### src/bei_pkg.sv
// Constants shared by the error inserter, its checker and the bench.
// Assumes one bit-rate clock and a plain register port of 32-bit words.
// Behaviour
// - Unloaded pattern outputs alternating zero and one
// - Two modes: single shot or repeat
// - Each single insert command corrupts one bit, unless one is already armed
// - Lamp output shows single insertion in progress
// - Repeat rate is one of eleven decades
// - Repeat insertion only while enable is on
// - Mean error spacing equals reciprocal of rate
// - Sync source is generator or detector timing
// - Sync divisors: generator list, detector 4/8/16
// - Pattern sync: one pulse per pattern repetition
package bei_pkg;

    // Register word offsets
    localparam logic [7:0] BEI_OFS_CTRL   = 8'h00;
    localparam logic [7:0] BEI_OFS_CMD    = 8'h04;
    localparam logic [7:0] BEI_OFS_PATLEN = 8'h08;
    localparam logic [7:0] BEI_OFS_STATUS = 8'h0C;

    // Control field positions
    localparam int BEI_CTRL_EN      = 0;
    localparam int BEI_CTRL_REPEAT  = 1;
    localparam int BEI_CTRL_LOADED  = 2;
    localparam int BEI_CTRL_SRC_DET = 3;
    localparam int BEI_CTRL_RATE_LO = 4;
    localparam int BEI_CTRL_GDIV_LO = 8;
    localparam int BEI_CTRL_DDIV_LO = 11;
    localparam int BEI_CMD_INSERT   = 0;
    localparam int BEI_STAT_CNT_LO  = 16;

    // Values after reset
    localparam logic [12:0] BEI_CTRL_RESET   = 13'h0000;
    localparam logic [20:0] BEI_PATLEN_RESET = 21'h00007F;

    // Pattern length limits and the alternating fallback length
    localparam logic [20:0] BEI_PATLEN_MAX = 21'h13EC00;
    localparam logic [20:0] BEI_ALT_LEN    = 21'h000002;

    // Highest rate selection, 1E-12
    localparam logic [3:0] BEI_RATE_LAST = 4'hA;

    // Bits between errors for rates 1E-2 .. 1E-12
    localparam logic [39:0] BEI_RATE_PERIOD [0:10] = '{
        40'h0000000064, 40'h00000003E8, 40'h0000002710,
        40'h00000186A0, 40'h00000F4240, 40'h0000989680,
        40'h0005F5E100, 40'h003B9ACA00, 40'h02540BE400,
        40'h174876E800, 40'hE8D4A51000};

    // Divide selections for sync output
    typedef enum logic [2:0] {
        BEI_GDIV_1   = 3'h0,
        BEI_GDIV_2   = 3'h1,
        BEI_GDIV_4   = 3'h2,
        BEI_GDIV_8   = 3'h3,
        BEI_GDIV_16  = 3'h4,
        BEI_GDIV_64  = 3'h5,
        BEI_GDIV_PAT = 3'h6
    } bei_gdiv_t;

    typedef enum logic [1:0] {
        BEI_DDIV_4  = 2'h0,
        BEI_DDIV_8  = 2'h1,
        BEI_DDIV_16 = 2'h2
    } bei_ddiv_t;

    // Single-shot insertion states
    typedef enum logic [2:0] {
        BEI_SS_IDLE  = 3'b001,
        BEI_SS_ARMED = 3'b010,
        BEI_SS_HIT   = 3'b100
    } bei_ss_t;

endpackage : bei_pkg

### src/bei_buffer.sv
// Small shift-style FIFO; the head entry is always in slot zero.
// Assumes both sides sit on the same clock; ready is registered.
`timescale 1ns/10ps
module bei_buffer #(
    parameter int WIDTH = 1,
    parameter int DEPTH = 2
) (
    // Clock and reset
    input  wire logic             clk,
    input  wire logic             rst_n,
    // Filling side
    input  wire logic             in_valid,
    input  wire logic [WIDTH-1:0] in_data,
    output logic                  in_ready,
    // Draining side
    output logic                  out_valid,
    output logic [WIDTH-1:0]      out_data,
    input  wire logic             out_ready
);
    localparam int CW = $clog2(DEPTH + 1);
    localparam logic [CW-1:0] FULL_CNT = CW'(DEPTH);

    logic [WIDTH-1:0] mem_reg [DEPTH];
    logic [CW-1:0]    count_reg;
    logic [CW-1:0]    count_next;
    logic [CW-1:0]    wr_slot;
    logic             push;
    logic             pop;

    // Handshakes and fill level
    assign push       = in_valid & in_ready;
    assign pop        = out_valid & out_ready;
    assign wr_slot    = count_reg - CW'(pop);
    assign count_next = count_reg + CW'(push) - CW'(pop);

    // Fill level and registered flags
    always_ff @(posedge clk)
    begin
        if (!rst_n)
        begin
            count_reg <= '0;
            in_ready  <= 1'b0;
            out_valid <= 1'b0;
        end
        else
        begin
            count_reg <= count_next;
            in_ready  <= (count_next != FULL_CNT);
            out_valid <= (count_next != '0);
        end
    end

    // Entries shift toward the head on a pop
    for (genvar i = 0; i < DEPTH; i++)
    begin : g_slot
        always_ff @(posedge clk)
        begin
            if (!rst_n)
                mem_reg[i] <= '0;
            else if (push && wr_slot == CW'(i))
                mem_reg[i] <= in_data;
            else if (pop && i < DEPTH - 1)
                mem_reg[i] <= mem_reg[(i < DEPTH - 1) ? i + 1 : i];
        end
    end

    assign out_data = mem_reg[0];

endmodule : bei_buffer

### src/bei_inserter.sv
// Error insertion and sync pulse for one pattern generator channel.
// Assumes MCLK is the bit clock; the detector tick arrives unsynchronised.
//
// Local design decisions: the address map and the strobed register port.
`timescale 1ns/10ps
module bei_inserter
    import bei_pkg::*;
#(
    parameter int          BUF_DEPTH  = 2,
    parameter int unsigned RATE_SHIFT = 0
) (
    // Clock and reset
    input  wire logic        MCLK,
    input  wire logic        RST_N,
    // Register port
    input  wire logic [7:0]  ADDR,
    input  wire logic [31:0] WDATA,
    input  wire logic        WR,
    input  wire logic        RD,
    output logic      [31:0] RDATA,
    // Pattern source
    input  wire logic        PAT_DATA,
    input  wire logic        PAT_VALID,
    output logic             PAT_READY,
    // Serial data toward the output stage
    output logic             DATA_OUT,
    output logic             DATA_VALID,
    input  wire logic        DATA_READY,
    // Detector timing and sync output
    input  wire logic        DET_TICK,
    output logic             SYNC_OUT,
    // Status lamp
    output logic             INSERT_LAMP
);
    import bei_pkg::*;

    // Control register fields
    logic        en_reg;
    logic        repeat_reg;
    logic        loaded_reg;
    logic        src_det_reg;
    logic [3:0]  rate_reg;
    logic [2:0]  gdiv_reg;
    logic [1:0]  ddiv_reg;
    logic [20:0] patlen_reg;
    logic [15:0] err_cnt_reg;
    logic [31:0] rdata_reg;

    // Stream state
    logic        alt_reg;
    logic        src_bit;
    logic        src_valid;
    logic        buf_ready;
    logic        take;
    logic        inject;
    logic        out_bit;

    // Single-shot and repeat state
    bei_ss_t     ss_reg;
    bei_ss_t     ss_next;
    logic        lamp_reg;
    logic [39:0] rpt_cnt_reg;
    logic [39:0] rpt_reload;
    logic        rpt_hit;
    logic        insert_cmd;

    // Sync state
    logic [2:0]  det_sync_reg;
    logic        det_level_reg;
    logic        det_edge;
    logic        tick;
    logic [20:0] pat_pos_reg;
    logic [20:0] pat_len;
    logic [5:0]  div_cnt_reg;
    logic [5:0]  div_last;
    logic        sync_reg;
    logic        sync_next;

    // Register decode
    logic        wr_ctrl;
    logic        wr_cmd;
    logic        wr_patlen;

    assign wr_ctrl    = WR && (ADDR == BEI_OFS_CTRL);
    assign wr_cmd     = WR && (ADDR == BEI_OFS_CMD);
    assign wr_patlen  = WR && (ADDR == BEI_OFS_PATLEN);
    assign insert_cmd = wr_cmd && WDATA[BEI_CMD_INSERT];

    // Control register
    always_ff @(posedge MCLK)
    begin
        if (!RST_N)
        begin
            en_reg      <= BEI_CTRL_RESET[BEI_CTRL_EN];
            repeat_reg  <= BEI_CTRL_RESET[BEI_CTRL_REPEAT];
            loaded_reg  <= BEI_CTRL_RESET[BEI_CTRL_LOADED];
            src_det_reg <= BEI_CTRL_RESET[BEI_CTRL_SRC_DET];
            rate_reg    <= BEI_CTRL_RESET[BEI_CTRL_RATE_LO +: 4];
            gdiv_reg    <= BEI_CTRL_RESET[BEI_CTRL_GDIV_LO +: 3];
            ddiv_reg    <= BEI_CTRL_RESET[BEI_CTRL_DDIV_LO +: 2];
        end
        else if (wr_ctrl)
        begin
            en_reg      <= WDATA[BEI_CTRL_EN];
            repeat_reg  <= WDATA[BEI_CTRL_REPEAT];
            loaded_reg  <= WDATA[BEI_CTRL_LOADED];
            src_det_reg <= WDATA[BEI_CTRL_SRC_DET];
            // Rates past the last decade clamp to it
            if (WDATA[BEI_CTRL_RATE_LO +: 4] > BEI_RATE_LAST)
                rate_reg <= BEI_RATE_LAST;
            else
                rate_reg <= WDATA[BEI_CTRL_RATE_LO +: 4];
            // Reserved divide codes fall back to the first entry
            if (WDATA[BEI_CTRL_GDIV_LO +: 3] > BEI_GDIV_PAT)
                gdiv_reg <= BEI_GDIV_1;
            else
                gdiv_reg <= WDATA[BEI_CTRL_GDIV_LO +: 3];
            if (WDATA[BEI_CTRL_DDIV_LO +: 2] > BEI_DDIV_16)
                ddiv_reg <= BEI_DDIV_4;
            else
                ddiv_reg <= WDATA[BEI_CTRL_DDIV_LO +: 2];
        end
    end

    // Pattern length register, held within the storable range
    always_ff @(posedge MCLK)
    begin
        if (!RST_N)
            patlen_reg <= BEI_PATLEN_RESET;
        else if (wr_patlen)
        begin
            if (WDATA[20:0] > BEI_PATLEN_MAX)
                patlen_reg <= BEI_PATLEN_MAX;
            else if (WDATA[20:0] == '0)
                patlen_reg <= BEI_PATLEN_RESET;
            else
                patlen_reg <= WDATA[20:0];
        end
    end

    // Read data stands in the cycle after the strobe only
    always_ff @(posedge MCLK)
    begin
        if (!RST_N)
            rdata_reg <= '0;
        else if (!RD)
            rdata_reg <= '0;
        else
        begin
            case (ADDR)
                BEI_OFS_CTRL:
                    rdata_reg <= {19'h00000, ddiv_reg, gdiv_reg, rate_reg,
                                  src_det_reg, loaded_reg, repeat_reg, en_reg};
                BEI_OFS_PATLEN:
                    rdata_reg <= {11'h000, patlen_reg};
                BEI_OFS_STATUS:
                    rdata_reg <= {err_cnt_reg, 13'h0000, ss_reg == BEI_SS_ARMED,
                                  lamp_reg, DATA_VALID};
                default:
                    rdata_reg <= '0;
            endcase
        end
    end

    assign RDATA = rdata_reg;

    // Source selection: stored pattern or alternating fill
    assign src_bit   = loaded_reg ? PAT_DATA : alt_reg;
    assign src_valid = loaded_reg ? PAT_VALID : 1'b1;
    assign take      = src_valid && buf_ready;

    // Alternating fill toggles on every bit taken
    always_ff @(posedge MCLK)
    begin
        if (!RST_N)
            alt_reg <= 1'b0;
        else if (take && !loaded_reg)
            alt_reg <= ~alt_reg;
    end

    // Single-shot state: armed by command, fired on the next bit
    always_comb
    begin
        ss_next = ss_reg;
        case (ss_reg)
            BEI_SS_IDLE:
                if (insert_cmd && en_reg && !repeat_reg)
                    ss_next = BEI_SS_ARMED;
            BEI_SS_ARMED:
                if (!en_reg || repeat_reg)
                    ss_next = BEI_SS_IDLE;
                else if (take)
                    ss_next = BEI_SS_HIT;
            BEI_SS_HIT:
                // A command in this cycle is kept, not dropped
                if (insert_cmd && en_reg && !repeat_reg)
                    ss_next = BEI_SS_ARMED;
                else
                    ss_next = BEI_SS_IDLE;
            default:
                ss_next = BEI_SS_IDLE;
        endcase
    end

    always_ff @(posedge MCLK)
    begin
        if (!RST_N)
            ss_reg <= BEI_SS_IDLE;
        else
            ss_reg <= ss_next;
    end

    // Lamp lights from arming through the corrupted bit
    always_ff @(posedge MCLK)
    begin
        if (!RST_N)
            lamp_reg <= 1'b0;
        else
            lamp_reg <= (ss_next != BEI_SS_IDLE);
    end

    assign INSERT_LAMP = lamp_reg;

    // Repeat spacing: reload with the bit count of the selected rate
    assign rpt_reload = (BEI_RATE_PERIOD[rate_reg] >> RATE_SHIFT) - 40'h1;
    assign rpt_hit    = (rpt_cnt_reg == '0);

    always_ff @(posedge MCLK)
    begin
        if (!RST_N)
            rpt_cnt_reg <= '0;
        else if (!en_reg || !repeat_reg)
            rpt_cnt_reg <= rpt_reload;
        else if (take)
        begin
            if (rpt_hit)
                rpt_cnt_reg <= rpt_reload;
            else
                rpt_cnt_reg <= rpt_cnt_reg - 40'h1;
        end
    end

    // One bit inverted per event, all others unchanged
    assign inject  = take && en_reg &&
                     ((!repeat_reg && ss_reg == BEI_SS_ARMED) ||
                      (repeat_reg && rpt_hit));
    assign out_bit = src_bit ^ inject;

    // Count of inserted errors for software
    always_ff @(posedge MCLK)
    begin
        if (!RST_N)
            err_cnt_reg <= '0;
        else if (inject)
            err_cnt_reg <= err_cnt_reg + 16'h0001;
    end

    // Buffer lets the output stage stall without losing a bit
    bei_buffer #(
        .WIDTH (1),
        .DEPTH (BUF_DEPTH)
    ) u_buffer (
        .clk       (MCLK),
        .rst_n     (RST_N),
        .in_valid  (src_valid),
        .in_data   (out_bit),
        .in_ready  (buf_ready),
        .out_valid (DATA_VALID),
        .out_data  (DATA_OUT),
        .out_ready (DATA_READY)
    );

    assign PAT_READY = buf_ready;

    // Detector timing: three stages, rising change counts when last two agree
    always_ff @(posedge MCLK)
    begin
        if (!RST_N)
            det_sync_reg <= '0;
        else
            det_sync_reg <= {det_sync_reg[1:0], DET_TICK};
    end

    always_ff @(posedge MCLK)
    begin
        if (!RST_N)
            det_level_reg <= 1'b0;
        else if (det_sync_reg[1] == det_sync_reg[2])
            det_level_reg <= det_sync_reg[2];
    end

    assign det_edge = (det_sync_reg[1] == det_sync_reg[2]) &&
                      det_sync_reg[2] && !det_level_reg;

    // Tick of the selected timing source
    assign tick = src_det_reg ? det_edge : take;

    // Position within the pattern, wraps once per repetition
    assign pat_len = loaded_reg ? patlen_reg : BEI_ALT_LEN;

    always_ff @(posedge MCLK)
    begin
        if (!RST_N)
            pat_pos_reg <= '0;
        else if (take)
        begin
            if (pat_pos_reg >= pat_len - 21'h1)
                pat_pos_reg <= '0;
            else
                pat_pos_reg <= pat_pos_reg + 21'h1;
        end
    end

    // Last count value of the selected divider
    always_comb
    begin
        div_last = 6'h00;
        if (src_det_reg)
        begin
            case (ddiv_reg)
                BEI_DDIV_4:  div_last = 6'h03;
                BEI_DDIV_8:  div_last = 6'h07;
                BEI_DDIV_16: div_last = 6'h0F;
                default:     div_last = 6'h03;
            endcase
        end
        else
        begin
            case (gdiv_reg)
                BEI_GDIV_1:  div_last = 6'h00;
                BEI_GDIV_2:  div_last = 6'h01;
                BEI_GDIV_4:  div_last = 6'h03;
                BEI_GDIV_8:  div_last = 6'h07;
                BEI_GDIV_16: div_last = 6'h0F;
                BEI_GDIV_64: div_last = 6'h3F;
                default:     div_last = 6'h00;
            endcase
        end
    end

    // Divider counts source ticks
    always_ff @(posedge MCLK)
    begin
        if (!RST_N)
            div_cnt_reg <= '0;
        else if (tick)
        begin
            if (div_cnt_reg >= div_last)
                div_cnt_reg <= '0;
            else
                div_cnt_reg <= div_cnt_reg + 6'h01;
        end
    end

    // One-cycle sync pulse per divided tick or per pattern
    always_comb
    begin
        if (!src_det_reg && gdiv_reg == BEI_GDIV_PAT)
            sync_next = take && (pat_pos_reg == '0);
        else
            sync_next = tick && (div_cnt_reg >= div_last);
    end

    always_ff @(posedge MCLK)
    begin
        if (!RST_N)
            sync_reg <= 1'b0;
        else
            sync_reg <= sync_next;
    end

    assign SYNC_OUT = sync_reg;

endmodule : bei_inserter

### config.mk
export PLATFORM = sky130hd
export DESIGN_NAME = bei_inserter
export DESIGN_NICKNAME = d
export VERILOG_FILES = /design/src/bei_pkg.sv /design/src/bei_buffer.sv /design/src/bei_inserter.sv
export SDC_FILE = /design/constraint.sdc
export NUM_CORES = 1
export LEC_CHECK = 0
export ABC_CLOCK_PERIOD_IN_PS = 6200
export BUFFER_PORTS_ARGS = -buffer_cell sky130_fd_sc_hd__buf_2
export CAP_MARGIN = 10
export CORE_MARGIN = 1
export CORE_UTILIZATION = 45
export CTS_CLUSTER_SIZE = 10
export DETAILED_ROUTE_END_ITERATION = 12
export PLACE_DENSITY = 0.73
export SYNTH_ARGS = -nofsm -noshare
export SYNTH_HDL_FRONTEND = slang
export SYNTH_SLANG_ARGS = --single-unit
### constraint.sdc
create_clock -name MCLK -period 6.2 [get_ports MCLK]
set_input_delay 0.93 -clock MCLK [delete_from_list [all_inputs] [get_ports MCLK]]
set_output_delay 0.93 -clock MCLK [all_outputs]
set_load 0.01 [all_outputs]
==> reports/results.txt <==
status -> complete, no violations
CTS tree -> yes
final max-slew violation count -> 0
core box area -> 0.02043 mm2
Initial Util -> 0.4645
leak pwr -> 0.004049 uW
hold buffers post-CTS -> 0
H-tree levels -> 4
crit path capture type -> register
total global routing overflow -> 0
Synth Flop Type -> dfxtp_1
Gate power share -> 0.133
clk_skew -> 0.009084 ns
routed via count -> 8965
flip-flop count of the largest register after layout -> 40
CTS buffer count -> 17
row count -> 52
post-DP HPWL -> 17680 um
global-route wire length before repair -> 42230 um
Setup Viol. Count Final -> 0
WL/cell -> 16.87 um
Post-synth ARST share -> 0
crit-path max FO -> 19
RR Endpoint -> pat_pos_reg[20]
Nets -> 1310
die extent in y -> 147.2 um
Reg2Reg Setup Slack -> 2.07 ns
via-per-instance ratio -> 5.973
fraction of layout cells with a size suffix above 1 -> 0.1204
Startpoint Class -> register
FF-to-FF Start -> loaded_reg
Highest Clock Rate -> 242.3 MHz
clock share of power -> 0.433
# fillers -> 1928
die area -> 0.02167 mm2
total negative setup slack -> 0 ns
initial antenna violation count -> 1
post-CTS resize count -> 0
TritonRoute pass-1 iters -> 5
gr usage total -> 0.2392
largest net degree at the start of global routing -> 61
postcts setup bufs -> 0
slew of the pin with the lowest slew margin -> 1.161 ns
pwr/cell area -> 243.6 mW/mm2
Hold WC Path Type -> register to register
Remaining DRCs -> 0
most frequent cells in the layout -> dfxtp_1 (164), nand2_1 (135), nor2_1 (104)
Initial DRC Count -> 729
CP Class -> register to register
worst reg-to-reg path cell count -> 17
area grow syn2layout -> 12.17%
io pins -> 85
RePlAce Congestion -> 0.8674
CTS Sinks -> 165
Psw -> 707.5 uW
WHS Path Cells -> 1
final hold vios -> 0
Worst-path clk slew -> 0.07 ns
clk_lat worst skew -> 0.43 ns
most common cell after layout, fill and taps aside -> dfxtp_1
number of global-route vias before repair -> 8505
Post-synth EDFFs -> 1
clk root buf -> clkbuf_16
Slew headroom -> 0.2258
total wire length -> 25320 um
Synth Cell Area -> 0.009490 mm2
max cap viols -> 0
worst slack at placement -> 2.118 ns
Mapped Nets -> 1274
clock period minus worst slack -> 4.127 ns
Syn Area/Cell -> 8.029 um2
Int Pwr -> 1886 uW
CP arrival -> 4.49 ns
sw frac -> 0.2728
PortBufs -> 73
Seq/Total Area, Yosys -> 0.3491
Max clock buf depth -> 2
Synth Register Bits -> 165
RSZ-0062 raised after global routing -> false
WHS Endpoint -> det_sync_reg[1]
antenna-violating nets left -> 0
Yosys cell types -> 68
Syn Inst Count -> 1182
hold path startpoint -> det_sync_reg[0]
Final period util -> 0.6656
share of power burned in registers -> 0.434
Die W -> 147.2 um
Req. time, crit path -> 6.56 ns
Yosys Warn Count -> 0
peak supply drop -> 0.1642 mV
Setup WS post-layout -> 2.073 ns
[worst max path at each step]
stage	to	slack [ns]	from	cells past startpoint
after floorplan	pat_pos_reg[11]	1.86	loaded_reg	18
after global placement	pat_pos_reg[20]	2.23	loaded_reg	17
after detailed placement	pat_pos_reg[3]	2.12	loaded_reg	17
after CTS	pat_pos_reg[3]	2.13	loaded_reg	17
after global routing	pat_pos_reg[19]	1.62	loaded_reg	17
final	pat_pos_reg[20]	2.07	loaded_reg	17
[power groups by stage]
stage | logic [uW] | registers (uW) | clock network (uW)
2_1_floorplan | 234 | 1140 | 0
3_3_place_gp | 338 | 1150 | 0
3_5_place_dp | 344 | 1150 | 0
4_1_cts | 346 | 1130 | 1140
5_1_grt | 389 | 1130 | 1180
6_report | 346 | 1130 | 1120
[stage by stage]
stage | hold slack [ns] | power [uW] | area, um2 | utilization | std cells
2_1_floorplan | 0.4119 | 1379 | 9490 | - | 1182
3_3_place_gp | 0.4462 | 1487 | 10020 | 0.4906 | 1469
3_5_place_dp | 0.4514 | 1493 | 10020 | 0.4906 | 1469
4_1_cts | 0.4662 | 2612 | 10640 | 0.5208 | 1499
5_1_grt | 0.4774 | 2703 | 10640 | 0.5209 | 1500
6_report | 0.4579 | 2594 | 10650 | 0.5211 | 1501
[Yosys cell counts, types with 7 or more instances]
cell type | n | area (um2)
or3_1 | 18 | 112.6
nand3_1 | 40 | 200.2
nand2_1 | 135 | 506.7
ha_1 | 44 | 550.5
o211ai_1 | 15 | 112.6
o32ai_1 | 7 | 61.31
a31oi_1 | 20 | 125.1
o221a_2 | 13 | 146.4
mux2i_1 | 21 | 210.2
a21oi_1 | 68 | 340.3
nand4_1 | 25 | 156.4
o21a_1 | 10 | 75.07
o31ai_1 | 13 | 97.59
inv_1 | 25 | 93.84
nor3_1 | 38 | 190.2
nor2b_1 | 9 | 56.30
xor2_1 | 22 | 192.7
nor4_1 | 28 | 175.2
o21ai_0 | 61 | 305.3
xnor2_1 | 25 | 219.0
a22oi_1 | 10 | 75.07
a21o_1 | 9 | 67.56
and3_1 | 16 | 100.1
or4_1 | 14 | 105.1
dfxtp_1 | 164 | 3283
nor2_1 | 106 | 397.9
o22ai_1 | 9 | 56.30
nand3b_1 | 14 | 105.1
and2_1 | 27 | 168.9
nand2b_1 | 17 | 106.4
clkbuf_1 | 58 | 217.7
a211oi_1 | 8 | 60.06
[layout make-up]
class	count	area, um2	share of cell area
tap	270	337.8	0.03173
clock inverter	11	163.9	0.01540
inverter	25	93.84	0.008815
sequential	165	3313	0.3112
clock buffer	19	454.2	0.04267
timing repair buffer	88	478.0	0.04490
antenna	2	5.005	0.0004701
multi-input combinational	921	5799	0.5448
[layer usage]
metal	share of wire	track usage	up-vias
li1	-	-	4420
met1	0.45	0.3108	4268
met2	0.48	0.3969	238
met3	0.048	0.04099	39
met4	0.021	0.08660	0
met5	0	0	-
[critical path: stages, from the launching register on]
cell	delay, ns
dfxtp_1	0.67
inv_1	0.13
nor2_1	0.13
ha_1	0.30
nand2b_1	0.08
o32ai_1	0.22
buf_4	0.21
o21ai_0	0.22
or3_1	0.37
a31oi_1	0.20
ha_1	0.27
a21o_1	0.16
a21o_1	0.17
a21o_1	0.22
and3b_1	0.23
a31oi_1	0.08
buf_4	0.24
nor2_1	0.13
[logic make-up (layout without fill, tap and decap cells)]
| logic type | Yosys count | after routing | share of synthesized area |
|---|---|---|---|
| simple gates | 517 | 517 | 0.2803 |
| compound gates | 287 | 287 | 0.2004 |
| flops | 165 | 165 | 0.3491 |
| buf+inv | 96 | 143 | 0.04074 |
| xor+xnor | 47 | 47 | 0.04337 |
| fa+ha+maj | 44 | 44 | 0.05801 |
| mux | 26 | 26 | 0.02808 |
| other cells | 0 | 2 | 0 |
No activity file was read; power rests on OpenSTA's default activity.
